--- config.mk ---
export PLATFORM = sky130hd
export DESIGN_NAME = event_flags
export DESIGN_NICKNAME = d
export VERILOG_FILES = /design/src/verilog/evflag_pkg.sv /design/src/verilog/event_picker.sv /design/src/verilog/square_wave.sv /design/src/verilog/event_flags.sv
export SDC_FILE = /design/constraint.sdc
export NUM_CORES = 1
export LEC_CHECK = 0
export ABC_AREA = 1
export CAP_MARGIN = 15
export CELL_PAD_IN_SITES_DETAIL_PLACEMENT = 2
export CELL_PAD_IN_SITES_GLOBAL_PLACEMENT = 2
export CORE_MARGIN = 3
export CORE_UTILIZATION = 33
export CTS_CLUSTER_SIZE = 14
export DETAILED_ROUTE_END_ITERATION = 10
export DONT_BUFFER_PORTS = 1
export GPL_ROUTABILITY_DRIVEN = 0
export GPL_TIMING_DRIVEN = 0
export PLACE_DENSITY_LB_ADDON = 0.25
export SLEW_MARGIN = 5
export SYNTH_ARGS = -nofsm -noshare
export SYNTH_HDL_FRONTEND = slang
export SYNTH_HIERARCHICAL = 1
export SYNTH_SLANG_ARGS = --single-unit
--- constraint.sdc ---
create_clock -name clk -period 3 [get_ports clk]
set_clock_uncertainty 0.05 [all_clocks]
set_input_delay 0.3 -clock clk [delete_from_list [all_inputs] [get_ports clk]]
set_output_delay 0.3 -clock clk [all_outputs]
set_load 0.02 [all_outputs]
--- src/verilog/evflag_pkg.sv ---
// constants, field positions and carrier types of the event and flag block
// assumes a single 100 MHz clock and an apb slave with 8-bit byte addresses
package evflag_pkg;

  localparam int NUM_EV   = 23;
  localparam int EV_IDX_W = 5;
  localparam int EV_NUM_W = 6;
  localparam int ADDR_W   = 8;
  localparam int DATA_W   = 32;

  // register byte offsets
  localparam logic [ADDR_W-1:0] OFS_SYS_STATUS = 8'h00;
  localparam logic [ADDR_W-1:0] OFS_OP_FLAGS   = 8'h04;
  localparam logic [ADDR_W-1:0] OFS_EV_STATUS  = 8'h08;
  localparam logic [ADDR_W-1:0] OFS_EV_MASK    = 8'h0c;
  localparam logic [ADDR_W-1:0] OFS_TOP_EVENT  = 8'h10;
  localparam logic [ADDR_W-1:0] OFS_EV_ACK     = 8'h14;

  // system status byte fields
  localparam int ALWAYS_ON_BIT   = 0;
  localparam int FIRST_SCAN_BIT  = 1;
  localparam int RETAIN_LOST_BIT = 2;
  localparam int POWER_UP_BIT    = 3;
  localparam int SLOW_CLOCK_BIT  = 4;
  localparam int FAST_CLOCK_BIT  = 5;
  localparam int SCAN_TOGGLE_BIT = 6;
  localparam int RUN_SWITCH_BIT  = 7;

  // operation result flag fields
  localparam int ZERO_BIT      = 0;
  localparam int OVERFLOW_BIT  = 1;
  localparam int NEGATIVE_BIT  = 2;
  localparam int DIV_ERR_BIT   = 3;
  localparam int TABLE_FULL_BIT  = 4;
  localparam int TABLE_EMPTY_BIT = 5;
  localparam int BCD_ERR_BIT   = 6;
  localparam int TEXT_ERR_BIT  = 7;

  localparam int ACK_BIT = 0;

  localparam logic [7:0]        BYTE_RESET = 8'h00;
  localparam logic [NUM_EV-1:0] EV_RESET   = 23'h000000;

  // timing
  localparam longint CLK_HZ       = 100_000_000;
  localparam longint SLOW_HALF_S  = 30;
  localparam longint FAST_HALF_MS = 500;
  localparam logic [31:0] SLOW_HALF_CYC = 32'(SLOW_HALF_S * CLK_HZ);
  localparam logic [31:0] FAST_HALF_CYC = 32'(FAST_HALF_MS * CLK_HZ / 1000);

  typedef enum logic [1:0] {grp_comm, grp_discrete, grp_timed} group_t;

  typedef struct packed {
    logic        valid;
    group_t      grp;
    logic [4:0]  prio;
    logic [EV_NUM_W-1:0] num;
  } top_event_t;

  typedef struct packed {
    logic        done;
    logic [31:0] result;
    logic        overflow;
    logic        illegal;
    logic        div_zero;
    logic        bcd_err;
    logic        text_err;
    logic        table_full;
    logic        table_empty;
  } op_status_t;

  // lowest service priority first, so the last field lands in bit 0
  typedef struct packed {
    logic timer_b_done;
    logic timer_a_done;
    logic periodic_1;
    logic periodic_0;
    logic cnt5_equal;
    logic cnt4_ext_reset;
    logic cnt4_dir_change;
    logic cnt4_equal;
    logic cnt3_equal;
    logic cnt1_ext_reset;
    logic cnt1_dir_change;
    logic cnt1_equal;
    logic cnt0_ext_reset;
    logic cnt0_dir_change;
    logic cnt0_equal;
    logic pulse1_done;
    logic pulse0_done;
    logic port1_tx_done;
    logic port1_rx_char;
    logic port1_rx_msg;
    logic port0_rx_msg;
    logic port0_tx_done;
    logic port0_rx_char;
  } event_src_t;

endpackage

--- src/verilog/event_picker.sv ---
// picks the pending event with the best service position
// assumes bit 0 is served first; purely combinational
module event_picker
  import evflag_pkg::*;
(
  input  wire logic [NUM_EV-1:0]   pend,
  output logic                     found,
  output logic [EV_IDX_W-1:0]      idx
);

  always_comb begin
    found = 1'b0;
    idx   = '0;
    // scan downward so the lowest index wins
    for (int i = NUM_EV - 1; i >= 0; i--) begin
      if (pend[i]) begin
        found = 1'b1;
        idx   = EV_IDX_W'(i);
      end
    end
  end

endmodule

--- src/verilog/square_wave.sv ---
// free-running square wave, low for half_cyc cycles then high as long
// assumes half_cyc is at least one
module square_wave
  import evflag_pkg::*;
#(
  parameter logic [31:0] HALF_CYC = FAST_HALF_CYC
) (
  input  wire logic clk,
  input  wire logic reset,
  output logic      wave
);

  logic [31:0] cnt_r;
  logic        wave_r;
  logic        wrap;

  assign wrap = (cnt_r == HALF_CYC - 32'h1);
  assign wave = wave_r;

  always_ff @(posedge clk or posedge reset) begin
    if (reset) begin
      cnt_r  <= 32'h0;
      wave_r <= 1'b0;
    end else begin
      cnt_r  <= wrap ? 32'h0 : cnt_r + 32'h1;
      wave_r <= wrap ? ~wave_r : wave_r;
    end
  end

endmodule

--- src/verilog/event_flags.sv ---
// event prioritiser plus system status and operation result bytes
// assumes event pulses come from logic on clk; switch pins are asynchronous
// software reaches everything over apb with one wait state per access

// What this block does
// - events fall into communications, discrete, timed groups, served in that order
// - port zero raises 8, 9, 23, all at communications priority 0
// - port one raises 24, 25, 26, all at communications priority 1
// - pulse train zero and one done raise 19 and 20, discrete 0 and 1
// - fast counter zero raises 12, 27, 28 at discrete 10, 11, 12
// - fast counter one raises 13, 14, 15 at discrete 13, 14, 15
// - fast counter three raises 32 on count equal preset, discrete 19
// - fast counter four raises 29, 30, 31 at discrete 20, 21, 22
// - fast counter five raises 33 on equal preset, lowest discrete at 23
// - timed group raises 10, 11, 21, 22 in ascending priority
// - fast clock bit is a square wave, 0.5 s low then 0.5 s high
// - scan toggle bit inverts once per program scan
// - run switch bit follows the mode switch run position
// - each operation sets zero flag on zero result, negative on negative
// - overflow flag on overflow or illegal value, divide flag on zero divisor
// - decimal conversion error flag set when bcd to binary fails
// - text conversion error flag set when character to hex fails
module event_flags
  import evflag_pkg::*;
#(
  parameter logic [31:0] SLOW_HALF_CYCLES = SLOW_HALF_CYC,
  parameter logic [31:0] FAST_HALF_CYCLES = FAST_HALF_CYC
) (
  input  wire logic              clk,
  input  wire logic              reset,
  input  wire logic              psel,
  input  wire logic              penable,
  input  wire logic              pwrite,
  input  wire logic [ADDR_W-1:0] paddr,
  input  wire logic [DATA_W-1:0] pwdata,
  output logic      [DATA_W-1:0] prdata,
  output logic                   pready,
  output logic                   pslverr,
  input  wire event_src_t        ev_src,
  input  wire logic              scan_end,
  input  wire op_status_t        op_status,
  input  wire logic              run_switch_pin,
  input  wire logic              retain_lost_pin,
  output logic                   irq
);

  // service order table: index 0 is served first
  function automatic top_event_t ev_info(input logic [EV_IDX_W-1:0] i);
    top_event_t t;
    t = '0;
    unique case (i)
      5'd0:  t = '{1'b1, grp_comm,     5'd0,  6'd8};
      5'd1:  t = '{1'b1, grp_comm,     5'd0,  6'd9};
      5'd2:  t = '{1'b1, grp_comm,     5'd0,  6'd23};
      5'd3:  t = '{1'b1, grp_comm,     5'd1,  6'd24};
      5'd4:  t = '{1'b1, grp_comm,     5'd1,  6'd25};
      5'd5:  t = '{1'b1, grp_comm,     5'd1,  6'd26};
      5'd6:  t = '{1'b1, grp_discrete, 5'd0,  6'd19};
      5'd7:  t = '{1'b1, grp_discrete, 5'd1,  6'd20};
      5'd8:  t = '{1'b1, grp_discrete, 5'd10, 6'd12};
      5'd9:  t = '{1'b1, grp_discrete, 5'd11, 6'd27};
      5'd10: t = '{1'b1, grp_discrete, 5'd12, 6'd28};
      5'd11: t = '{1'b1, grp_discrete, 5'd13, 6'd13};
      5'd12: t = '{1'b1, grp_discrete, 5'd14, 6'd14};
      5'd13: t = '{1'b1, grp_discrete, 5'd15, 6'd15};
      5'd14: t = '{1'b1, grp_discrete, 5'd19, 6'd32};
      5'd15: t = '{1'b1, grp_discrete, 5'd20, 6'd29};
      5'd16: t = '{1'b1, grp_discrete, 5'd21, 6'd30};
      5'd17: t = '{1'b1, grp_discrete, 5'd22, 6'd31};
      5'd18: t = '{1'b1, grp_discrete, 5'd23, 6'd33};
      5'd19: t = '{1'b1, grp_timed,    5'd0,  6'd10};
      5'd20: t = '{1'b1, grp_timed,    5'd1,  6'd11};
      5'd21: t = '{1'b1, grp_timed,    5'd2,  6'd21};
      5'd22: t = '{1'b1, grp_timed,    5'd3,  6'd22};
      default: t = '0;
    endcase
    return t;
  endfunction

  function automatic logic addr_known(input logic [ADDR_W-1:0] a);
    return (a == OFS_SYS_STATUS) || (a == OFS_OP_FLAGS) ||
           (a == OFS_EV_STATUS)  || (a == OFS_EV_MASK)  ||
           (a == OFS_TOP_EVENT)  || (a == OFS_EV_ACK);
  endfunction

  // ---- pin synchronisers
  logic [1:0] pin_meta_r;
  logic [1:0] pin_sync_r;
  wire        run_switch_s  = pin_sync_r[1];
  wire        retain_lost_s = pin_sync_r[0];

  // first flop may go metastable; only the second one is read
  always_ff @(posedge clk or posedge reset) begin
    if (reset) begin
      pin_meta_r <= 2'h0;
    end else begin
      pin_meta_r <= {run_switch_pin, retain_lost_pin};
    end
  end

  always_ff @(posedge clk or posedge reset) begin
    if (reset) begin
      pin_sync_r <= 2'h0;
    end else begin
      pin_sync_r <= pin_meta_r;
    end
  end

  // ---- square-wave clocks
  logic slow_wave;
  logic fast_wave;

  square_wave #(
    .HALF_CYC (SLOW_HALF_CYCLES)
  ) u_slow (
    .clk   (clk),
    .reset (reset),
    .wave  (slow_wave)
  );

  square_wave #(
    .HALF_CYC (FAST_HALF_CYCLES)
  ) u_fast (
    .clk   (clk),
    .reset (reset),
    .wave  (fast_wave)
  );

  // ---- system status byte
  logic       scan_toggle_r;
  logic       first_scan_r;
  logic [7:0] sys_status_r;
  logic [7:0] sys_status_nxt;

  always_comb begin
    sys_status_nxt                  = BYTE_RESET;
    sys_status_nxt[ALWAYS_ON_BIT]   = 1'b1;
    sys_status_nxt[FIRST_SCAN_BIT]  = first_scan_r;
    sys_status_nxt[RETAIN_LOST_BIT] = retain_lost_s;
    sys_status_nxt[POWER_UP_BIT]    = first_scan_r;
    sys_status_nxt[SLOW_CLOCK_BIT]  = slow_wave;
    sys_status_nxt[FAST_CLOCK_BIT]  = fast_wave;
    sys_status_nxt[SCAN_TOGGLE_BIT] = scan_toggle_r;
    sys_status_nxt[RUN_SWITCH_BIT]  = run_switch_s;
  end

  always_ff @(posedge clk or posedge reset) begin
    if (reset) begin
      scan_toggle_r <= 1'b0;
    end else begin
      scan_toggle_r <= scan_toggle_r ^ scan_end;
    end
  end

  // first scan lasts until the first scan end after reset
  always_ff @(posedge clk or posedge reset) begin
    if (reset) begin
      first_scan_r <= 1'b1;
    end else begin
      first_scan_r <= first_scan_r & ~scan_end;
    end
  end

  // registered so the byte reads as one coherent snapshot
  always_ff @(posedge clk or posedge reset) begin
    if (reset) begin
      sys_status_r <= BYTE_RESET;
    end else begin
      sys_status_r <= sys_status_nxt;
    end
  end

  // ---- operation result flags
  logic [7:0] op_flags_r;
  logic [7:0] op_flags_nxt;

  always_comb begin
    op_flags_nxt                  = op_flags_r;
    if (op_status.done) begin
      op_flags_nxt[ZERO_BIT]        = (op_status.result == 32'h0);
      op_flags_nxt[NEGATIVE_BIT]    = op_status.result[DATA_W-1];
      op_flags_nxt[OVERFLOW_BIT]    = op_status.overflow |
                                      op_status.illegal;
      op_flags_nxt[DIV_ERR_BIT]     = op_status.div_zero;
      op_flags_nxt[TABLE_FULL_BIT]  = op_status.table_full;
      op_flags_nxt[TABLE_EMPTY_BIT] = op_status.table_empty;
      op_flags_nxt[BCD_ERR_BIT]     = op_status.bcd_err;
      op_flags_nxt[TEXT_ERR_BIT]    = op_status.text_err;
    end
  end

  always_ff @(posedge clk or posedge reset) begin
    if (reset) begin
      op_flags_r <= BYTE_RESET;
    end else begin
      op_flags_r <= op_flags_nxt;
    end
  end

  // ---- apb handshake: one wait state, data and error registered
  logic              pready_r;
  logic              pslverr_r;
  logic [DATA_W-1:0] prdata_r;

  wire setup_acc = psel & penable & ~pready_r;
  wire commit    = psel & penable & pready_r;
  wire wr_commit = commit & pwrite;
  wire rd_commit = commit & ~pwrite;
  wire known     = addr_known(paddr);

  // one select per register, shared by side effects and the read mux
  wire sel_sys   = (paddr == OFS_SYS_STATUS);
  wire sel_flags = (paddr == OFS_OP_FLAGS);
  wire sel_stat  = (paddr == OFS_EV_STATUS);
  wire sel_mask  = (paddr == OFS_EV_MASK);
  wire sel_top   = (paddr == OFS_TOP_EVENT);
  wire sel_ack   = (paddr == OFS_EV_ACK);

  // ---- event status, mask and service pick
  logic [NUM_EV-1:0]   ev_status_r;
  logic [NUM_EV-1:0]   ev_mask_r;
  logic [NUM_EV-1:0]   ev_set;
  logic [NUM_EV-1:0]   ev_clr;
  logic [NUM_EV-1:0]   ev_onehot;
  logic [EV_IDX_W-1:0] top_idx_r;
  top_event_t          top_r;
  logic                irq_r;
  logic                pick_found;
  logic [EV_IDX_W-1:0] pick_idx;

  assign ev_set = ev_src;

  event_picker u_pick (
    .pend  (ev_status_r & ev_mask_r),
    .found (pick_found),
    .idx   (pick_idx)
  );

  wire top_valid_nxt = pick_found;
  wire ack_wr   = wr_commit & sel_ack & pwdata[ACK_BIT];
  wire stat_rd  = rd_commit & sel_stat;
  wire mask_wr  = wr_commit & sel_mask;

  assign ev_onehot = NUM_EV'(1) << top_idx_r;

  // a status read clears only what the read returned, so late events survive
  assign ev_clr = (stat_rd ? prdata_r[NUM_EV-1:0] : EV_RESET) |
                  ((ack_wr & top_r.valid) ? ev_onehot : EV_RESET);

  wire [NUM_EV-1:0] ev_status_nxt = (ev_status_r & ~ev_clr) | ev_set;
  wire [NUM_EV-1:0] ev_mask_nxt   = mask_wr ? pwdata[NUM_EV-1:0] : ev_mask_r;
  top_event_t       top_nxt;
  wire              irq_nxt       = |(ev_status_r & ev_mask_r);

  assign top_nxt = top_valid_nxt ? ev_info(pick_idx) : '0;

  // set wins over a clear that lands in the same cycle
  always_ff @(posedge clk or posedge reset) begin
    if (reset) begin
      ev_status_r <= EV_RESET;
    end else begin
      ev_status_r <= ev_status_nxt;
    end
  end

  always_ff @(posedge clk or posedge reset) begin
    if (reset) begin
      ev_mask_r <= EV_RESET;
    end else begin
      ev_mask_r <= ev_mask_nxt;
    end
  end

  always_ff @(posedge clk or posedge reset) begin
    if (reset) begin
      top_idx_r <= '0;
    end else begin
      top_idx_r <= pick_idx;
    end
  end

  // top and index move together so an ack clears what was shown
  always_ff @(posedge clk or posedge reset) begin
    if (reset) begin
      top_r <= '0;
    end else begin
      top_r <= top_nxt;
    end
  end

  always_ff @(posedge clk or posedge reset) begin
    if (reset) begin
      irq_r <= 1'b0;
    end else begin
      irq_r <= irq_nxt;
    end
  end

  // ---- read mux
  wire [DATA_W-1:0] sys_word   = {24'h0, sys_status_r};
  wire [DATA_W-1:0] flags_word = {24'h0, op_flags_r};
  wire [DATA_W-1:0] stat_word  = {9'h0, ev_status_r};
  wire [DATA_W-1:0] mask_word  = {9'h0, ev_mask_r};
  wire [DATA_W-1:0] top_word   = {18'h0, top_r};

  // unmapped offsets and the ack register read as zero
  wire [DATA_W-1:0] rd_mux =
    sel_sys   ? sys_word :
    sel_flags ? flags_word :
    sel_stat  ? stat_word :
    sel_mask  ? mask_word :
    sel_top   ? top_word :
    32'h0;

  wire [DATA_W-1:0] prdata_nxt = setup_acc ? (pwrite ? 32'h0 : rd_mux) : prdata_r;

  // pready lasts one cycle; an access held past it completes again two cycles later
  always_ff @(posedge clk or posedge reset) begin
    if (reset) begin
      pready_r <= 1'b0;
    end else begin
      pready_r <= setup_acc;
    end
  end

  always_ff @(posedge clk or posedge reset) begin
    if (reset) begin
      pslverr_r <= 1'b0;
    end else begin
      pslverr_r <= setup_acc & ~known;
    end
  end

  // read data held until the next access so a slow master still sees it
  always_ff @(posedge clk or posedge reset) begin
    if (reset) begin
      prdata_r <= 32'h0;
    end else begin
      prdata_r <= prdata_nxt;
    end
  end

  assign prdata  = prdata_r;
  assign pready  = pready_r;
  assign pslverr = pslverr_r;
  assign irq     = irq_r;

endmodule

Word-level counts from Yosys, hierarchy flattened --
Memory sizes are Yosys's and may differ from the RTL's. Cells that the tools add are included.
Word-level totals: ROM bits 448, memories kept 1, input bits 111, output and inout port bits 35, bits in registers 188
Memories:
- (name not given) | depth 32, bits a word 14, rd ports 1, clocked after Yosys merged registers in 0, wr ports 0, RTL line event_flags.sv:51 | unique case (i)
Operators by class: reduce and logical (&&, ||, !) cells 8, bitwise operators 25, equality and inequality tests 7, shifts and indexed selects 1, muxes and demuxes 57, add/sub/neg operators 2
Operators with widths (number):
- 23-bit two-way mux | 7
- 5-bit two-way mux | 23
- 32-bit by 1-bit adder with 32-bit output, second input constant | 2
- 32-bit two-way mux | 2
- 23-bit bitwise AND | 2
- 23-bit OR | 2
- 32-bit by 26-bit == test with 1-bit output, second input constant | 1
- 32-bit == test, second input constant | 1
- 32-bit logical NOT | 1
- 14-bit two-way mux | 2
- 1-bit two-way mux | 23
- 23-bit inverter | 1
- 23-bit OR reduction | 1
- 1-bit by 5-bit << shifter with 23-bit output, first input constant | 1
- 8-bit by 4-bit == test with 1-bit output, second input constant | 2
- 8-bit by 5-bit == test with 1-bit output, second input constant | 2
- 1-bit bitwise AND | 12
- 8-bit by 3-bit == test with 1-bit output, second input constant | 1
- 8-bit logical NOT | 1
- 1-bit inverter | 6
- 1-bit logical OR | 5
- 1-bit OR | 1
- 1-bit XOR | 1

Depth between registers and ports, before layout --
An unclocked memory read counts as a cell.
word-level depth 26, gate-level depth with buffers 31, mapped depth without buffers 31

Modules after synthesis --
Netlist, hierarchy kept.
By module, submodules not included:
- event_flags | instances 1, area each 5771.8 um^2, sequential area each 2803.9 um^2, cells an instance 753
- square_wave at u_fast | instances 1, area each 2052.0 um^2, sequential area each 825.8 um^2, cells an instance 301
- square_wave at u_slow | instances 1, area each 1996.9 um^2, sequential area each 825.8 um^2, cells an instance 291
- event_picker | instances 1, area each 322.8 um^2, sequential area each 0.0 um^2, cells an instance 74

Worst setup path after synthesis --
No wires, ideal clock.
kind reg2reg, start reg ev_status_r[21], end reg top_r[4] (netlist bit), buffers on the path 0, data required time 2.838 ns, data arrival time 2.707 ns, setup slack 0.130 ns, stages on the path, launching flop included 19, setup time 0.112 ns, cell sequence dfrtp_1 -> nand2_1 -> inv_1 -> nor3b_1 -> o31ai_1 -> o21ai_1 -> nand2_1 -> nand2_1 -> nand2_1 -> nand2_1 -> a21oi_1 -> a211oi_1 -> inv_1 -> ha_1 -> nor2_1 -> nor2_1 -> o21ai_0 -> a21o_1 -> inv_1
RTL lines:
- start: declaration | RTL line event_flags.sv:220 | logic [NUM_EV-1:0] ev_status_r;
- start signal: assignment | RTL line event_flags.sv:262 | ev_status_r <= ev_status_nxt;
- end signal: assignment | RTL line event_flags.sv:287 | top_r <= top_nxt;
- end: declaration | RTL line event_flags.sv:226 | top_event_t top_r;

==> impl_metrics.csv <==
group,metric,value,unit
run_status,status,"finished clean",
worst_setup_path,path_depth,20,
logic_synthesis,synth_cell_types,45,
grt,grt_max_degree,40,
cts,cts-root-buf,"clkbuf_16",
timing,final_max_slew_viol_count,0,
power_and_ir_drop,finalPower,5.04,mW
floorplanning,die_area,32900,µm²
logic_synthesis,yosysWarnings,6,
drt,wire_per_inst,19.0,µm
logic_synthesis,ys_seq_area_share,43.9,%
timing,max_clock_freq,340,MHz
logic_synthesis,syn_area,10100,µm²
floorplanning,dieWidth,181,µm
layout,layout_common_cells,"416 x nand2_1, 226 x nor2_1, 177 x dfrtp_1",
floorplanning,rows,63,
cts,cts_tree,"yes",
worst_setup_path,critPathMaxFanout,4,
timing,period_share,98.0,%
worst_setup_path,worstPathCellList,"nand2_1, inv_1, nor3b_1, o31ai_1, o21ai_1, nand2_1, nand2_1, nand2_1, nand2_1, a21oi_1, a211oi_4, buf_4, inv_2, ha_4, inv_4, nand2_4, nand2_2, o22ai_2, nand2_1, o21ai_2",
power_and_ir_drop,p_clk_share,44.3,%
layout,num-nets-final,1635,
layout,drive_above_1_share,9.88,%
drt,drt-total-wl,36500,µm
floorplanning,start_util,33.9,%
cts,clock_latency,0.46,ns
drt,first_pass_iters,4,
floorplanning,die_h,181,µm
grt,grtUsageTotal,22.3,%
layout,final_area,12100,µm²
worst_setup_path,r2r_cells,20,
drt,route.detailed.drc,0,
power_and_ir_drop,power_switching,1.31,mW
timing,holdWs,0.0445,ns
worst_setup_path,crit_top_cell,"nand2_1",
grt,grt_pass1_vias,10800,
logic_synthesis,ys_ff_latch,178,
timing,worstMarginPinSlew,0.785,ns
worst_setup_path,cp.arrival,3.25,ns
timing,timing.final.ws_setup,0.0591,ns
worst_setup_path,cp.required,3.31,ns
power_and_ir_drop,powerDensity,417,nW/µm²
worst_setup_path,slowest_stage,"dfrtp_1",
hold_path,min_path_cells,5,
drt,vias_per_cell,4.99,
worst_setup_path,max_stage_delay,0.44,ns
worst_setup_path,crit_type,"register to register",
timing,rsz0062_at_grt,"true",
worst_setup_path,path_delay_family,"compound AO/OA/AOI/OAI gates",
power_and_ir_drop,pwr-share-comb,6.6,%
logic_synthesis,syn_area_per_cell,7.15,µm²
run,drv_cap,0,
placement,port_buffers,0,
power_and_ir_drop,p_leak,5.97,nW
power_and_ir_drop,p_seq_share,49.2,%
hold_path,hold_class,"primary input to register",
grt,antenna_found_initial,1,
cts,cts.sinks,178,
power_and_ir_drop,cellInternalPower,3.73,mW
drt,vias,9576,
cts,clk_pin_slew,0.08,ns
timing,final-hold-violation-count,0,
power_and_ir_drop,swShare,26.0,%
worst_setup_path,critical_path_buf_inv_count,4,
layout,fill_cells,3543,
worst_setup_path,critical_path.startpoint_type,"register",
timing,slew_headroom,47.2,%
drt,drt-initial-drc-count,471,
placement,dp_slack,-0.739,ns
layout,area_delta_synth_final,19.0,%
floorplanning,ios,146,
cts,numCtsBuffers,17,
placement,dpl_cell_area,10700,µm²
logic_synthesis,syn_inst,1419,
timing,setup_violations,0,
worst_setup_path,worst_setup_path_end_kind,"register",
power_and_ir_drop,irDropWorstVdd,0.411,mV
cts,htreeDepth,4,
cts,cts_max_path_buffers,2,
floorplanning,core,30000,µm²
grt,grt_overflow_total,0,
layout,layout_commonest_cell,"nand2_1",
placement,dp_hpwl,27000,µm
timing,finalCriticalPeriod,2.94,ns
timing,tns,0,ns
drt,ant_nets,0,
grt,grt_pass1_wl,58400,µm
-- final cells by class --
class                           instances  area, µm²  area share [%]
Multi-Input combinational cell       1022       4910            40.6
Sequential cell                       178       4460            36.9
Inverter                              196        756            6.26
Timing Repair Buffer                   69        708            5.86
Tap cell                              390        488            4.04
Clock buffer                           19        433            3.59
Buffer                                 31        199            1.65
Clock inverter                         13        126            1.05
Antenna cell                            1       2.50          0.0207
-- through the flow --
step           std cells  utilization, %
2_1_floorplan       1427               -
3_3_place_gp        1817            35.6
3_5_place_dp        1820            35.8
4_1_cts             1913            39.9
5_1_grt             1919            40.3
6_report            1919            40.3
-- path summary, 6_finish.rpt --
path,slack (ns),to,start
setup / recovery,0.06,top_r[1],ev_status_r[22]
hold / removal,0.04,op_flags_r[0],op_status[19]
setup reg to reg,0.06,top_r[1],ev_status_r[22]
hold reg to reg,0.30,sys_status_r[7],pin_sync_r[1]
max in group asynchronous,1.81,first_scan_r,reset
min in group asynchronous,0.46,ev_status_r[7],reset
-- worst min-delay path: cells and delay by family --
| family | cells | cell delay, ns |
|---|---|---|
| and+or+nand+nor | 5 | 0.21 |
-- per-layer routing --
layer | part of all wire (%) | vias up | global-route usage, %
met5 | 0 | - | 0
li1 | - | 4580 | -
met1 | 42 | 4828 | 26.5
met3 | 2.5 | 33 | 3.44
met2 | 53 | 135 | 41.8
met4 | 1.5 | 0 | 5.58
-- kinds of logic after synthesis --
group | Yosys count | synth area share [%]
xor gates and xnor gates | 29 | 2.50
and+or+nand+nor | 866 | 37.0
other | 2 | 0.0740
DFF | 178 | 43.9
AOI/OAI and AO/OA | 108 | 6.08
adders and majority gates | 9 | 1.11
buffers and inverters | 227 | 9.33
-- sequential cells by signal, indices dropped and copies added (netlist names) --
register / cells
u_fast/wave: 1
pready: 1
top_idx_r: 5
pin_meta_r: 2
ev_status_r: 23
top_r: 14
irq: 1
u_slow/cnt_r: 32
op_flags_r: 8
prdata: 23
pslverr: 1
first_scan_r: 1
ev_mask_r: 23
pin_sync_r: 2
scan_toggle_r: 1
u_fast/cnt_r: 32
u_slow/wave: 1
sys_status_r: 7
-- what timing repair did --
| item | CTS | global route |
|---|---|---|
| hold endpoints to repair | 139 | 0 |
| resized for setup | 12 | 34 |
| hold buffers | 58 | 0 |
| buffers inserted | 3 | 5 |
| setup endpoints to repair | 14 | 12 |
| cloned | 0 | 0 |
| pin swaps | 4 | 15 |
-- synthesized netlist by cell type (all sizes together) --
master / n / area share (%)
nand2: 431 / 16
nor2: 261 / 11
inv: 192 / 7.1
dfrtp: 177 / 44
nand3: 116 / 5.7
o21ai: 48 / 2.4
a21oi: 28 / 1.4
buf: 22 / 1.6
nand4: 19 / 1.2
xor2: 19 / 1.6
nor4: 14 / 0.86
o21bai: 14 / 1.0
nor3: 11 / 0.54
xnor2: 10 / 0.86
clkbuf: 9 / 0.33
ha: 9 / 1.1
nand3b: 6 / 0.57
or2: 6 / 0.37
o22ai: 4 / 0.25
a21boi: 3 / 0.22
a31oi: 3 / 0.19
clkinv: 3 / 0.11
a211oi: 2 / 0.15
conb: 2 / 0.074
o31ai: 2 / 0.15
a21o: 1 / 0.074
and2: 1 / 0.062
bufinv: 1 / 0.17
dfstp: 1 / 0.26
nor3b: 1 / 0.074
o211ai: 1 / 0.074
o21a: 1 / 0.074
o32ai: 1 / 0.086
-- power groups by stage --
stage               Clock [mW]  Sequential [mW]  Combinational [mW]
global placement             0             2.52               0.223
floorplan                    0             2.51               0.167
finish                    2.23             2.48               0.330
CTS                       2.30             2.48               0.317
detailed placement           0             2.52               0.242
global route              2.39             2.48               0.367
No activity file was read; power rests on OpenSTA's default activity.
